File: config.mk
export PLATFORM = sky130hd
export DESIGN_NAME = ufc_top
export DESIGN_NICKNAME = d
export VERILOG_FILES = /design/src/hw/ufc_pkg.sv /design/src/hw/ufc_fifo.sv /design/src/hw/ufc_top.sv
export VERILOG_INCLUDE_DIRS = /design/src /design/src/hw
export SDC_FILE = /design/constraint.sdc
export NUM_CORES = 1
export LEC_CHECK = 0
export BUFFER_PORTS_ARGS = -buffer_cell sky130_fd_sc_hd__buf_2
export CORE_MARGIN = 4
export CORE_UTILIZATION = 39
export CTS_CLUSTER_SIZE = 20
export DETAILED_ROUTE_END_ITERATION = 16
export GPL_TIMING_DRIVEN = 1
export MAX_ROUTING_LAYER = met4
export PLACE_DENSITY = 0.6
export SKIP_CTS_REPAIR_TIMING = 1
export SYNTH_ARGS = -nofsm -noshare
export SYNTH_HDL_FRONTEND = slang
export SYNTH_SLANG_ARGS = --single-unit
File: constraint.sdc
create_clock -name SYS_CLK -period 7.85 [get_ports SYS_CLK]
set_clock_uncertainty 0.15 [all_clocks]
set_input_delay 1.9625 -clock SYS_CLK [delete_from_list [all_inputs] [get_ports SYS_CLK]]
set_output_delay 1.9625 -clock SYS_CLK [all_outputs]
set_load 0.1 [all_outputs]
File: src/hw/ufc_regs.svh
// Register map, field positions and timing constants of the UART FIFO block.
// Assumes inclusion by bare name from every file that decodes registers.
`ifndef UFC_REGS_SVH
`define UFC_REGS_SVH
// ----------------------------------------------------------------------
// Register offsets
// ----------------------------------------------------------------------
`define UFC_A_DATA      4'h0
`define UFC_A_IER       4'h1
`define UFC_A_IIR       4'h2
`define UFC_A_LCR       4'h3
`define UFC_A_MCR       4'h4
`define UFC_A_LSR       4'h5
`define UFC_A_RSV       4'h6
`define UFC_A_SCR       4'h7
`define UFC_A_DLL       4'h8
`define UFC_A_DLM       4'h9
// ----------------------------------------------------------------------
// Field positions
// ----------------------------------------------------------------------
`define UFC_FCR_EN      0
`define UFC_FCR_RXRST   1
`define UFC_FCR_TXRST   2
`define UFC_IER_RDA     0
`define UFC_IER_HOLDING_EMPTY_IRQ    1
`define UFC_IER_LS      2
`define UFC_LCR_STB     2
`define UFC_LCR_PEN     3
`define UFC_LCR_DIVISOR_ACCESS_SELECT    7
// ----------------------------------------------------------------------
// Identification codes and trigger levels
// ----------------------------------------------------------------------
`define UFC_IIR_NONE    4'h1
`define UFC_IIR_LS      4'h6
`define UFC_IIR_RDA     4'h4
`define UFC_IIR_TO      4'hC
`define UFC_IIR_HOLDING_EMPTY_IRQ    4'h2
`define UFC_TRIG_00     5'h01
`define UFC_TRIG_01     5'h04
`define UFC_TRIG_10     5'h08
`define UFC_TRIG_11     5'h0E
// ----------------------------------------------------------------------
// Sizes and timing
// ----------------------------------------------------------------------
`define UFC_DEPTH       5'h10
`define UFC_AW          4
`define UFC_CHAR_BASE   4'h7
`define UFC_TICKS_BIT   11'h010
`define UFC_TO_CHARS    11'h004
`endif

File: src/hw/ufc_pkg.sv
// Types shared by the UART FIFO block.
// Assumes nothing of its surroundings.
`default_nettype none
package ufc_pkg;
  typedef enum logic [1:0] {TH_IDLE, TH_WAIT, TH_PEND} ufc_holding_empty_irq_type;
  typedef logic [3:0] ufc_iir_type;
  typedef logic [4:0] ufc_cnt_type;
endpackage
`default_nettype wire

File: src/hw/ufc_fifo.sv
// Sixteen-deep FIFO with registered head output.
// Assumes pops spaced by two cycles when the head is read directly.
`include "ufc_regs.svh"
`default_nettype none
module ufc_fifo #(parameter int W = 8) (
  input  wire logic           clk,   // System clock
  input  wire logic           rst,   // Synchronous reset
  input  wire logic           clr,   // Discard all contents
  input  wire logic           push,  // Write din
  input  wire logic [W-1:0]   din,   // Write data
  input  wire logic           pop,   // Drop head
  output logic      [W-1:0]   dout,  // Registered head word
  output var ufc_pkg::ufc_cnt_type count  // Fill level
);
  import ufc_pkg::*;
  logic [W-1:0]       mem [0:15];
  logic [`UFC_AW-1:0] wp_q;
  logic [`UFC_AW-1:0] rp_q;
  ufc_cnt_type        cnt_q;
  logic [W-1:0]       dout_q;
  wire                do_push = push && (cnt_q != `UFC_DEPTH) && !clr;
  wire                do_pop  = pop && (cnt_q != 5'h00) && !clr;
  // Pointers and counter; clear wins over traffic
  always_ff @(posedge clk) begin
    if (rst || clr) begin
      wp_q  <= 4'h0;
      rp_q  <= 4'h0;
      cnt_q <= 5'h00;
    end else begin
      wp_q  <= wp_q + {3'h0, do_push};
      rp_q  <= rp_q + {3'h0, do_pop};
      cnt_q <= cnt_q + {4'h0, do_push} - {4'h0, do_pop};
    end
  end
  // Storage and registered head
  always_ff @(posedge clk) begin
    if (do_push) begin
      mem[wp_q] <= din;
    end
    dout_q <= mem[rp_q];
  end
  assign dout  = dout_q;
  assign count = cnt_q;
endmodule
`default_nettype wire

File: src/hw/ufc_top.sv
// UART FIFO control, interrupt identification and line status logic.
// Assumes receive/transmit shifters outside on SYS_CLK and a baud clock pin.
`include "ufc_regs.svh"
`default_nettype none
module ufc_top (
  input  wire logic        SYS_CLK,   // 10 MHz system clock
  input  wire logic        RESET,     // Synchronous reset, active high
  input  wire logic [3:0]  ADDR,      // Register subbank address
  input  wire logic        WR,        // Register write strobe
  input  wire logic        RD,        // Register read strobe
  input  wire logic [15:0] WDATA,     // Write data
  output logic      [15:0] RDATA,     // Read data, one cycle after RD
  input  wire logic        RCLK,      // Receive baud clock pin, 16x
  input  wire logic        RX_VALID,  // Character from receive shifter
  input  wire logic [7:0]  RX_DATA,   // Received character
  input  wire logic [2:0]  RX_ERR,    // Break, framing, parity flags
  output logic      [7:0]  TX_DATA,   // Character to transmit shifter
  output logic             TX_VALID,  // TX_DATA holds a character
  input  wire logic        TX_READY,  // Transmit shifter takes TX_DATA
  input  wire logic        TX_BUSY,   // Transmit shifter still shifting
  output logic             INTRPT     // Interrupt request, active high
);
  import ufc_pkg::*;
  // ----------------------------------------------------------------------
  // Declarations
  // ----------------------------------------------------------------------
  logic         rclk_s1_q, rclk_s2_q, rclk_s3_q;
  logic [3:0]   ier_q;
  logic [7:0]   lcr_q, scr_q, dll_q, dlm_q;
  logic [4:0]   mcr_q;
  logic         fen_q;
  logic [1:0]   trig_q;
  logic [3:0]   lsr_err_q, lsr_err_d;
  ufc_cnt_type  err_cnt_q, rx_cnt, tx_cnt;
  logic [10:0]  to_q, th_cnt_q;
  ufc_holding_empty_irq_type th_q, th_d;
  logic         two_q, ier_holding_empty_irq_q;
  logic         infl_q, v0_q, v1_q, v0_d, v1_d;
  logic [7:0]   b0_q, b1_q, b0_d, b1_d;
  logic [10:0]  rx_dout;
  logic [7:0]   tx_dout;
  logic [15:0]  rdata_q, rdata_d;
  logic         intr_q;
  // ----------------------------------------------------------------------
  // Decoding
  // ----------------------------------------------------------------------
  wire       tick    = rclk_s2_q && !rclk_s3_q;      // Baud clock rising edge
  wire       divisor_access_select    = lcr_q[`UFC_LCR_DIVISOR_ACCESS_SELECT];
  wire       a_data  = ADDR == `UFC_A_DATA;
  wire       wr_thr  = WR && a_data && !divisor_access_select;
  wire       rd_rbr  = RD && a_data && !divisor_access_select;
  wire       wr_dll  = WR && ((a_data && divisor_access_select) || ADDR == `UFC_A_DLL);
  wire       wr_ier  = WR && ADDR == `UFC_A_IER && !divisor_access_select;
  wire       wr_dlm  = WR && ((ADDR == `UFC_A_IER && divisor_access_select) || ADDR == `UFC_A_DLM);
  wire       wr_fcr  = WR && ADDR == `UFC_A_IIR;
  wire       rd_iir  = RD && ADDR == `UFC_A_IIR;
  wire       wr_lcr  = WR && ADDR == `UFC_A_LCR;
  wire       wr_mcr  = WR && ADDR == `UFC_A_MCR;
  wire       wr_scr  = WR && ADDR == `UFC_A_SCR;
  wire       rd_lsr  = RD && ADDR == `UFC_A_LSR;
  wire       fcr_on  = WDATA[`UFC_FCR_EN];
  wire       fen_chg = wr_fcr && (fcr_on != fen_q);
  wire       rx_clr  = fen_chg || (wr_fcr && fcr_on && WDATA[`UFC_FCR_RXRST]);
  wire       tx_clr  = fen_chg || (wr_fcr && fcr_on && WDATA[`UFC_FCR_TXRST]);
  // ----------------------------------------------------------------------
  // FIFO traffic; single holding location when FIFOs are off
  // ----------------------------------------------------------------------
  wire [4:0] lim       = fen_q ? `UFC_DEPTH : 5'h01;
  wire       rx_room   = rx_cnt < lim;
  wire       rx_push   = RX_VALID && rx_room;
  wire       overrun   = RX_VALID && !rx_room;
  wire       rx_pop    = rd_rbr && rx_cnt != 5'h00;
  wire       tx_push   = wr_thr && tx_cnt < lim;
  wire [1:0] used      = {1'b0, v0_q} + {1'b0, v1_q} + {1'b0, infl_q};
  wire       tx_pop    = tx_cnt != 5'h00 && used < 2'h2 && !tx_clr;
  wire       tx_evt    = (tx_pop && tx_cnt == 5'h01 && !tx_push) || tx_clr;
  wire       rx_has    = rx_cnt != 5'h00;
  wire       head_err  = rx_has && |rx_dout[10:8];
  wire       push_err  = rx_push && |RX_ERR;
  // ----------------------------------------------------------------------
  // Character timing from line format
  // ----------------------------------------------------------------------
  wire       stb       = lcr_q[`UFC_LCR_STB];
  wire [3:0] char_bits = `UFC_CHAR_BASE + {2'h0, lcr_q[1:0]}
                         + {3'h0, lcr_q[`UFC_LCR_PEN]} + {3'h0, stb};
  wire [10:0] to_lim   = {7'h00, char_bits} * `UFC_TICKS_BIT * `UFC_TO_CHARS;
  wire [10:0] th_lim   = {7'h00, char_bits - 4'h1} * `UFC_TICKS_BIT;
  wire       to_hit    = to_q >= to_lim;
  // ----------------------------------------------------------------------
  // Interrupt sources and identification
  // ----------------------------------------------------------------------
  wire [4:0] trig_lvl  = trig_q == 2'h0 ? `UFC_TRIG_00 :
                         trig_q == 2'h1 ? `UFC_TRIG_01 :
                         trig_q == 2'h2 ? `UFC_TRIG_10 : `UFC_TRIG_11;
  wire       rda       = ier_q[`UFC_IER_RDA] &&
                         (fen_q ? rx_cnt >= trig_lvl : rx_has);
  wire       to_irq    = fen_q && ier_q[`UFC_IER_RDA] && rx_has && to_hit;
  wire       ls_irq    = ier_q[`UFC_IER_LS] && |lsr_err_q;
  wire       holding_empty_irq_irq  = ier_q[`UFC_IER_HOLDING_EMPTY_IRQ] && th_q == TH_PEND;
  wire ufc_iir_type iir_id = ls_irq   ? `UFC_IIR_LS :
                             to_irq   ? `UFC_IIR_TO :
                             rda      ? `UFC_IIR_RDA :
                             holding_empty_irq_irq ? `UFC_IIR_HOLDING_EMPTY_IRQ : `UFC_IIR_NONE;
  wire [7:0] iir_val   = {fen_q, fen_q, 2'h0, iir_id};
  wire       hold_emp  = tx_cnt == 5'h00;
  wire       tx_idle   = hold_emp && !v0_q && !v1_q && !infl_q && !TX_BUSY;
  wire [7:0] lsr_val   = {fen_q && err_cnt_q != 5'h00, tx_idle, hold_emp,
                          lsr_err_q, rx_has};
  wire       thr_clr   = wr_thr || (rd_iir && iir_id == `UFC_IIR_HOLDING_EMPTY_IRQ);
  wire       holding_empty_irq_rise = wr_ier && WDATA[`UFC_IER_HOLDING_EMPTY_IRQ] && !ier_holding_empty_irq_q && hold_emp;
  // ----------------------------------------------------------------------
  // Receive and transmit FIFOs
  // ----------------------------------------------------------------------
  ufc_fifo #(.W(11)) u_rx (
    .clk   (SYS_CLK),
    .rst   (RESET),
    .clr   (rx_clr),
    .push  (rx_push),
    .din   ({RX_ERR, RX_DATA}),
    .pop   (rx_pop),
    .dout  (rx_dout),
    .count (rx_cnt)
  );
  ufc_fifo #(.W(8)) u_tx (
    .clk   (SYS_CLK),
    .rst   (RESET),
    .clr   (tx_clr),
    .push  (tx_push),
    .din   (WDATA[7:0]),
    .pop   (tx_pop),
    .dout  (tx_dout),
    .count (tx_cnt)
  );
  // Baud clock pin synchroniser
  always_ff @(posedge SYS_CLK) begin
    if (RESET) begin
      rclk_s1_q <= 1'b0;
      rclk_s2_q <= 1'b0;
      rclk_s3_q <= 1'b0;
    end else begin
      rclk_s1_q <= RCLK;
      rclk_s2_q <= rclk_s1_q;
      rclk_s3_q <= rclk_s2_q;
    end
  end
  // Host-written control registers
  always_ff @(posedge SYS_CLK) begin
    if (RESET) begin
      ier_q  <= 4'h0;
      lcr_q  <= 8'h00;
      mcr_q  <= 5'h00;
      fen_q  <= 1'b0;
      trig_q <= 2'h0;
    end else begin
      if (wr_ier) ier_q <= WDATA[3:0];
      if (wr_lcr) lcr_q <= WDATA[7:0];
      if (wr_mcr) mcr_q <= WDATA[4:0];
      if (wr_fcr) fen_q <= fcr_on;
      if (wr_fcr && fcr_on) trig_q <= WDATA[7:6];
    end
  end
  // Registers untouched by reset
  always_ff @(posedge SYS_CLK) begin
    if (wr_scr) scr_q <= WDATA[7:0];
    if (wr_dll) dll_q <= WDATA[7:0];
    if (wr_dlm) dlm_q <= WDATA[7:0];
  end
  // Line status error flags; a new error wins over the clearing read
  assign lsr_err_d = (rd_lsr ? 4'h0 : lsr_err_q) |
                     {push_err && RX_ERR[2], push_err && RX_ERR[1],
                      push_err && RX_ERR[0], overrun};
  always_ff @(posedge SYS_CLK) begin
    if (RESET) begin
      lsr_err_q <= 4'h0;
      err_cnt_q <= 5'h00;
    end else begin
      lsr_err_q <= lsr_err_d;
      err_cnt_q <= rx_clr ? 5'h00 :
                   err_cnt_q + {4'h0, push_err} - {4'h0, rx_pop && head_err};
    end
  end
  // Character time-out timer
  always_ff @(posedge SYS_CLK) begin
    if (RESET || rx_pop || !rx_has || (rx_push && !to_hit)) begin
      to_q <= 11'h000;
    end else if (tick && !to_hit) begin
      to_q <= to_q + 11'h001;
    end
  end
  // Transmit-empty pending state
  always_comb begin
    th_d = th_q;
    case (th_q)
      TH_IDLE: th_d = TH_IDLE;
      TH_WAIT: th_d = tx_push ? TH_IDLE : (th_cnt_q >= th_lim ? TH_PEND : TH_WAIT);
      TH_PEND: th_d = thr_clr ? TH_IDLE : TH_PEND;
      default: th_d = TH_IDLE;
    endcase
    if (fen_chg || holding_empty_irq_rise) begin
      th_d = TH_PEND;
    end else if (tx_evt) begin
      th_d = (two_q || !fen_q) ? TH_PEND : TH_WAIT;
    end
  end
  always_ff @(posedge SYS_CLK) begin
    if (RESET) begin
      th_q       <= TH_IDLE;
      th_cnt_q   <= 11'h000;
      two_q      <= 1'b0;
      ier_holding_empty_irq_q <= 1'b0;
    end else begin
      th_q       <= th_d;
      th_cnt_q   <= (th_q != TH_WAIT) ? 11'h000 : th_cnt_q + {10'h000, tick};
      two_q      <= tx_evt ? 1'b0 : (two_q || tx_cnt >= 5'h02);
      ier_holding_empty_irq_q <= wr_ier ? WDATA[`UFC_IER_HOLDING_EMPTY_IRQ] : ier_q[`UFC_IER_HOLDING_EMPTY_IRQ];
    end
  end
  // Two-entry buffer toward the transmit shifter
  always_comb begin
    v0_d = v0_q;
    v1_d = v1_q;
    b0_d = b0_q;
    b1_d = b1_q;
    if (v0_q && TX_READY) begin
      v0_d = v1_q;
      b0_d = b1_q;
      v1_d = 1'b0;
    end
    if (infl_q && !v0_d) begin
      v0_d = 1'b1;
      b0_d = tx_dout;
    end else if (infl_q) begin
      v1_d = 1'b1;
      b1_d = tx_dout;
    end
  end
  always_ff @(posedge SYS_CLK) begin
    if (RESET) begin
      infl_q <= 1'b0;
      v0_q   <= 1'b0;
      v1_q   <= 1'b0;
      b0_q   <= 8'h00;
      b1_q   <= 8'h00;
    end else begin
      infl_q <= tx_pop;
      v0_q   <= v0_d;
      v1_q   <= v1_d;
      b0_q   <= b0_d;
      b1_q   <= b1_d;
    end
  end
  // Read data selection
  always_comb begin
    rdata_d = 16'h0000;
    case (ADDR)
      `UFC_A_DATA: rdata_d = {8'h00, divisor_access_select ? dll_q : rx_dout[7:0]};
      `UFC_A_IER:  rdata_d = {8'h00, divisor_access_select ? dlm_q : {4'h0, ier_q}};
      `UFC_A_IIR:  rdata_d = {8'h00, iir_val};
      `UFC_A_LCR:  rdata_d = {8'h00, lcr_q};
      `UFC_A_MCR:  rdata_d = {11'h000, mcr_q};
      `UFC_A_LSR:  rdata_d = {8'h00, lsr_val};
      `UFC_A_SCR:  rdata_d = {8'h00, scr_q};
      `UFC_A_DLL:  rdata_d = {8'h00, dll_q};
      `UFC_A_DLM:  rdata_d = {8'h00, dlm_q};
      default:     rdata_d = 16'h0000;
    endcase
  end
  always_ff @(posedge SYS_CLK) begin
    if (RESET) begin
      rdata_q <= 16'h0000;
      intr_q  <= 1'b0;
    end else begin
      if (RD) rdata_q <= rdata_d;
      intr_q <= iir_id != `UFC_IIR_NONE;
    end
  end
  assign RDATA    = rdata_q;
  assign INTRPT   = intr_q;
  assign TX_DATA  = b0_q;
  assign TX_VALID = v0_q;
endmodule
`default_nettype wire

==> results of run 1 <==
==> synth_stat cells (all sizes together) (4+ instances only) <==
master  instances  share of area [%]
or2             4               0.13
a211oi          4               0.16
nand3b          9               0.35
nor2          111                2.2
or3             8               0.26
nor4            5               0.20
fa              4               0.42
nand3          44                1.1
inv            51                1.0
buf            29               0.81
nor3           15               0.42
and2           16               0.52
and3           10               0.33
mux4           95                 11
or3b            4               0.20
edfxtp        328                 51
mux2i          26                1.4
ha             56                3.7
a21oi          44                1.1
xnor2          16               0.73
mux2            4               0.23
nand2          45               0.88
nand2b         15               0.49
a31oi           8               0.26
a221oi          5               0.23
a21o            8               0.31
a22oi          11               0.43
nor2b          10               0.33
o21ai          20               0.52
xor2           15               0.69
a31o            4               0.18
nor4b           5               0.26
clkbuf         38               0.74
and3b           4               0.18
a311oi          8               0.37
dfxtp         131                 14
==> state kept, by name, summed over array words and instances (netlist names), 8 cells and up <==
name / cells
dll_q: 8
th_cnt_q: 11
dlm_q: 8
u_tx.dout: 8
u_tx.mem: 128
TX_DATA: 8
to_q: 11
scr_q: 8
b1_q: 8
u_rx.dout: 11
u_rx.mem: 176
RDATA: 8
lcr_q: 8
==> cells by family after synthesis <==
kind of cell    share of synthesized area (%)
buf+inv                                 2.552
simple gates                            8.693
xor+xnor                                1.416
mux                                     12.75
flops                                   65.05
other cells                           0.01956
fa+ha+maj                               4.072
compound gates                          5.443
==> worst max path at each step <==
| stage | startpoint | endpoint | slack, ps | cells after the start |
|---|---|---|---|---|
| after CTS | WDATA[0] | u_rx.mem[8][3] | 2860 | 6 |
| after global placement | ADDR[0] | u_tx.count[4] | 2310 | 14 |
| final | ADDR[0] | u_tx.count[4] | 2920 | 14 |
| after detailed placement | WDATA[0] | u_rx.mem[8][4] | 2280 | 6 |
| after floorplan | ADDR[1] | err_cnt_q[4] | 2990 | 16 |
| after global routing | ADDR[0] | u_tx.count[4] | 2680 | 14 |
==> critical path: stages <==
cell and delay [ps]:
buf_2 260, or4b_2 780, nor4_2 650, nor2_1 170, ha_1 310, inv_1 60, ha_1 160, inv_1 60
fa_1 400, nor2_1 110, nor2_1 50, nor2_1 90, or3_1 110, a21oi_1 50
==> metrics by stage <==
step	area [um2]	power [mW]
floorplan	19200	3.719
global placement	20160	4.011
detailed placement	20160	4.025
CTS	21700	6.258
global route	21710	6.479
finish	21710	6.190
==> metal layers <==
metal  global-route usage [%]  vias up  wire length, um
li1                         -     4956                -
met3                    2.760       53             2481
met2                    25.15      285            19640
met1                    22.19     5442            18640
met5                        -        -                0
met4                    3.214        0              621
==> final cells by class <==
| class | count | area, um2 |
|---|---|---|
| Fill cell | 4227 | 26440 |
| Sequential cell | 459 | 12480 |
| Multi-Input combinational cell | 696 | 6264 |
| Clock buffer | 69 | 1330 |
| Timing Repair Buffer | 71 | 412.9 |
| Clock inverter | 19 | 210.2 |
| Inverter | 51 | 191.4 |
| Tap cell | 656 | 820.8 |
| Antenna cell | 1 | 2.502 |
==> where the power goes <==
part           total [mW]  internal (mW)  switching (mW)
Sequential           2.84           2.74          0.0962
Combinational        1.12          0.454           0.667
Clock                2.23           1.31           0.919
Total                6.19           4.51            1.68
==> impl_metrics.yaml, run 1 <==
status:
  status: "completed"
detailed_routing:
  vias: 10736
  antenna_left: 0
  first_pass_iters: 5
  wl_per_cell_um: 20.46
  drt-initial-drc-count: 907
  drc_errors: 0
  wl_um: 41380
  via_per_inst: 5.310
clock_tree:
  tritoncts: "built"
  cts_root_buf: "clkbuf_16"
  insertion_delay_ps: 560
  cts_buffer_depth: 3
  clk_pin_slew_ps: 60
  clkSinkCount: 459
  cts_max_level: 2
  cts_buffers: 47
yosys:
  async_flop_share_pct: 0
  syn_inst: 1266
  syn-cell-area_um2: 19170
  ys_types: 82
  synth-edff-count: 328
  seq_area_frac_synth_pct: 65.05
  synth_area_per_cell_um2: 15.14
  synthFlopType: "edfxtp_1"
  ys.warnings.count: 0
  synth_seq_cells: 459
cells_and_area:
  layout.nets: 1425
  drive_gt1_share_pct: 19.56
  syn_to_final_growth_pct: 13.22
  final_common_cell: "edfxtp_1"
  utilization_pct: 45.09
  final_cell_mix: "edfxtp_1, dfxtp_1, nor2_1"
  final_cells: 2022
timing:
  setup_violations: 0
  whs_ps: 283.8
  maxSlewViolCount: 0
  hold_violations: 0
  rsz0062_at_grt: "no"
  tns_ps: 0
  max-slew-margin-rel_pct: 25.73
  worst-slew-pin-transition_ps: 1099
  clock.fmax_ghz: 0.2030
  fin_crit_ps: 4925
  postLayoutSetupSlackWorst_ps: 2925
  timing.final.crit_share_pct: 62.74
critical_path:
  endpoint_kind: "register"
  path_max_fanout: 24
  cp.required_ps: 8140
  worstPathArrival_ps: 5210
  r2r_cells: 7
  worst_r2r_endpoint: "u_rx.mem[8][4]"
  rrSetupSlack_ps: 3690
  r2r_start: "fen_q"
  cp-start-kind: "input pin"
  critPathKind: "in -> reg"
worst_hold_path:
  whs_endpoint: "rclk_s2_q"
  hp-start: "rclk_s1_q"
  hp-class: "reg -> reg"
  hold_depth: 1
pwr:
  p_leak_nw: 7.262
  ir_drop_mv: 0.2001
  powerDensity_nw_per_um2: 285.2
floorplan:
  die-area_um2: 52770
  die_h_um: 229.7
  core_um2: 48150
  row_count: 80
  die_x_um: 229.7
  ios: 65
  start_util_pct: 39.82
grt:
  grt_pass1_wl_um: 64160
  grtUsageTotal_pct: 15.97
  grt_max_degree: 64
  grt_pass1_vias: 10775
  grt_antenna_before_repair: 1
  grt_overflow: 0
run:
  max_cap_violations: 0
placed_design:
  dp.cells: 1933
  dpl_worst_slack_ps: 2278
  place_hpwl_um: 25930
  gp_congestion: 0.8053
  portBuffers: 48
(Power assumes the default switching activity.)
==> run 2, diff against run 1 <==
--- a/config.mk
+++ b/config.mk
@@ -13,7 +13,7 @@
 export DETAILED_ROUTE_END_ITERATION = 16
 export GPL_TIMING_DRIVEN = 1
 export MAX_ROUTING_LAYER = met4
-export PLACE_DENSITY = 0.6
+export PLACE_DENSITY = 0.62
 export SKIP_CTS_REPAIR_TIMING = 1
 export SYNTH_ARGS = -nofsm -noshare
 export SYNTH_HDL_FRONTEND = slang
==> constraint.sdc (replaced) <==
create_clock -name SYS_CLK -period 4.2 [get_ports SYS_CLK]
set_clock_uncertainty 0.15 [all_clocks]
set_input_delay 1.05 -clock SYS_CLK [delete_from_list [all_inputs] [get_ports SYS_CLK]]
set_output_delay 1.05 -clock SYS_CLK [all_outputs]
set_load 0.1 [all_outputs]
==> run 2 against run 1 <==
Net effect:
- total power increased by 86%
- flip-flop and latch count unchanged
- utilization increased by 0.66 points
- via count increased by 1.9%
- clock power increased by 83%
- first-iteration DRC count increased by 0.44%
- non-clock buffer count increased by 46
- sequential power increased by 88%
- register-to-register slack got worse by 3400 ps
- critical path depth increased by 1
- routed wire length increased by 2.2%
==> impl_metrics.yaml, run 2 (synthesis results as in run 1) <==
status:
  status: "completed"
pwr:
  p_clk_share_pct: 35.3
  p_sw_share_pct: 27.64
  p_int_mw: 8.348
  p_switching_mw: 3.189
  ir_drop_mv: 0.3322
  powerDensity_nw_per_um2: 523.9
  comb_power_share_pct: 18.3
  p_leak_nw: 7.479
  seq_power_share_pct: 46.4
critical_path:
  critPathKind: "reg -> reg"
  worstPathArrival_ps: 4220
  cp.required_ps: 4540
  critPathCapture: "th_q[0]"
  r2r_cells: 15
  endpoint_kind: "register"
  worst_r2r_endpoint: "th_q[0]"
  path_max_fanout: 5
  rrSetupSlack_ps: 310
  r2r_start: "lcr_q[0]"
  crit_path_start: "lcr_q[0]"
  cp-start-kind: "register"
timing:
  rsz0062_at_grt: "no"
  hold_violations: 0
  fin_crit_ps: 3888
  maxSlewViolCount: 0
  whs_ps: 294.6
  clock.fmax_ghz: 0.2572
  timing.final.crit_share_pct: 92.58
  setup_violations: 0
  worst-slew-pin-transition_ps: 1058
  max-slew-margin-rel_pct: 28.56
  tns_ps: 0
  postLayoutSetupSlackWorst_ps: 311.8
grt:
  grt_antenna_before_repair: 2
  grtUsageTotal_pct: 16.46
  grt_max_degree: 46
  grt_pass1_wl_um: 65320
  grt_overflow: 0
  grt_pass1_vias: 10986
detailed_routing:
  drt-initial-drc-count: 911
  vias: 10940
  drc_errors: 0
  via_per_inst: 5.298
  wl_per_cell_um: 20.47
  first_pass_iters: 5
  wl_um: 42270
  antenna_left: 0
placed_design:
  gp_congestion: 0.8379
  dp.cells: 1979
  portBuffers: 48
  place_hpwl_um: 27930
  dpl_worst_slack_ps: 19.42
cells_and_area:
  largest_register: "u_rx.mem"
  drive_gt1_share_pct: 22.46
  largest_reg_flops: 176
  fillers: 4174
  syn_to_final_growth_pct: 14.87
  final_common_cell: "edfxtp_1"
  final_cell_mix: "edfxtp_1, dfxtp_1, nor2_1"
  utilization_pct: 45.74
  final_cells: 2065
  regArea_um2: 12480
  largest_registers: "u_rx.mem x176, u_tx.mem x128"
  multiInputGateArea_um2: 6271
  layout.nets: 1471
floorplan:
  die_x_um: 229.7
  die_h_um: 229.7
  core_um2: 48150
  row_count: 80
  die-area_um2: 52770
  ios: 65
  start_util_pct: 39.82
run:
  max_cap_violations: 0
clock_tree:
  tritoncts: "built"
  cts_buffer_depth: 3
  cts_buffers: 47
  cts_root_buf: "clkbuf_16"
  clkSinkCount: 459
  insertion_delay_ps: 580
  cts_max_level: 2
  clk_pin_slew_ps: 70
worst_hold_path:
  hp-class: "reg -> reg"
run 2: per-stage QoR:
step	area, um2	power, mW
finish	22020	11.54
global route	22020	12.08
CTS	22010	11.66
detailed placement	20520	7.579
global placement	20520	7.532
floorplan	19200	6.950
run 2: area by class of cell:
class                      count  area share (%)
antenna                        2         0.02272
clock buffer                  58           5.573
inverter                      51          0.8692
clock inverter                26           1.187
sequential                   459           56.65
timing repair buffer         117           3.500
tap                          656           3.727
multi-input combinational    696           28.47
run 2: layer usage:
| layer | part of all wire (%) | global-route usage (%) | vias to the layer above | routed length, um |
|---|---|---|---|---|
| met5 | 0 | - | - | 0 |
| met4 | 2.1 | 4.008 | 0 | 878 |
| met3 | 5.5 | 3.676 | 61 | 2326 |
| met2 | 48 | 25.77 | 265 | 20120 |
| met1 | 45 | 22.15 | 5556 | 18950 |
| li1 | - | - | 5058 | - |
run 2: worst min path at each step:
| stage | startpoint | endpoint | slack, ps | depth (start not counted) |
|---|---|---|---|---|
| floorplan | rclk_s1_q | rclk_s2_q | 260 | 1 |
| global placement | rclk_s1_q | rclk_s2_q | 290 | 1 |
| detailed placement | rclk_s1_q | rclk_s2_q | 290 | 1 |
| CTS | rclk_s1_q | rclk_s2_q | 300 | 1 |
| global route | rclk_s1_q | rclk_s2_q | 320 | 1 |
| finish | rclk_s1_q | rclk_s2_q | 290 | 1 |
run 2: power by group through the flow:
stage	registers [mW]	logic, mW	clock network (mW)
floorplan	5.56	1.39	0
detailed placement	5.45	2.13	0
finish	5.35	2.11	4.07
global placement	5.44	2.09	0
CTS	5.36	2.13	4.17
global route	5.39	2.31	4.38
run 2: critical path, cell delays in order, from the launching register on:
cell	delay, ps
dfxtp_1	370
inv_1	60
ha_1	280
inv_1	50
ha_1	150
inv_1	50
fa_1	400
xor2_2	200
nor3b_1	250
xor2_1	100
ha_1	190
or4_1	400
a21oi_1	130
o211ai_1	150
or4_2	630
a211oi_1	230
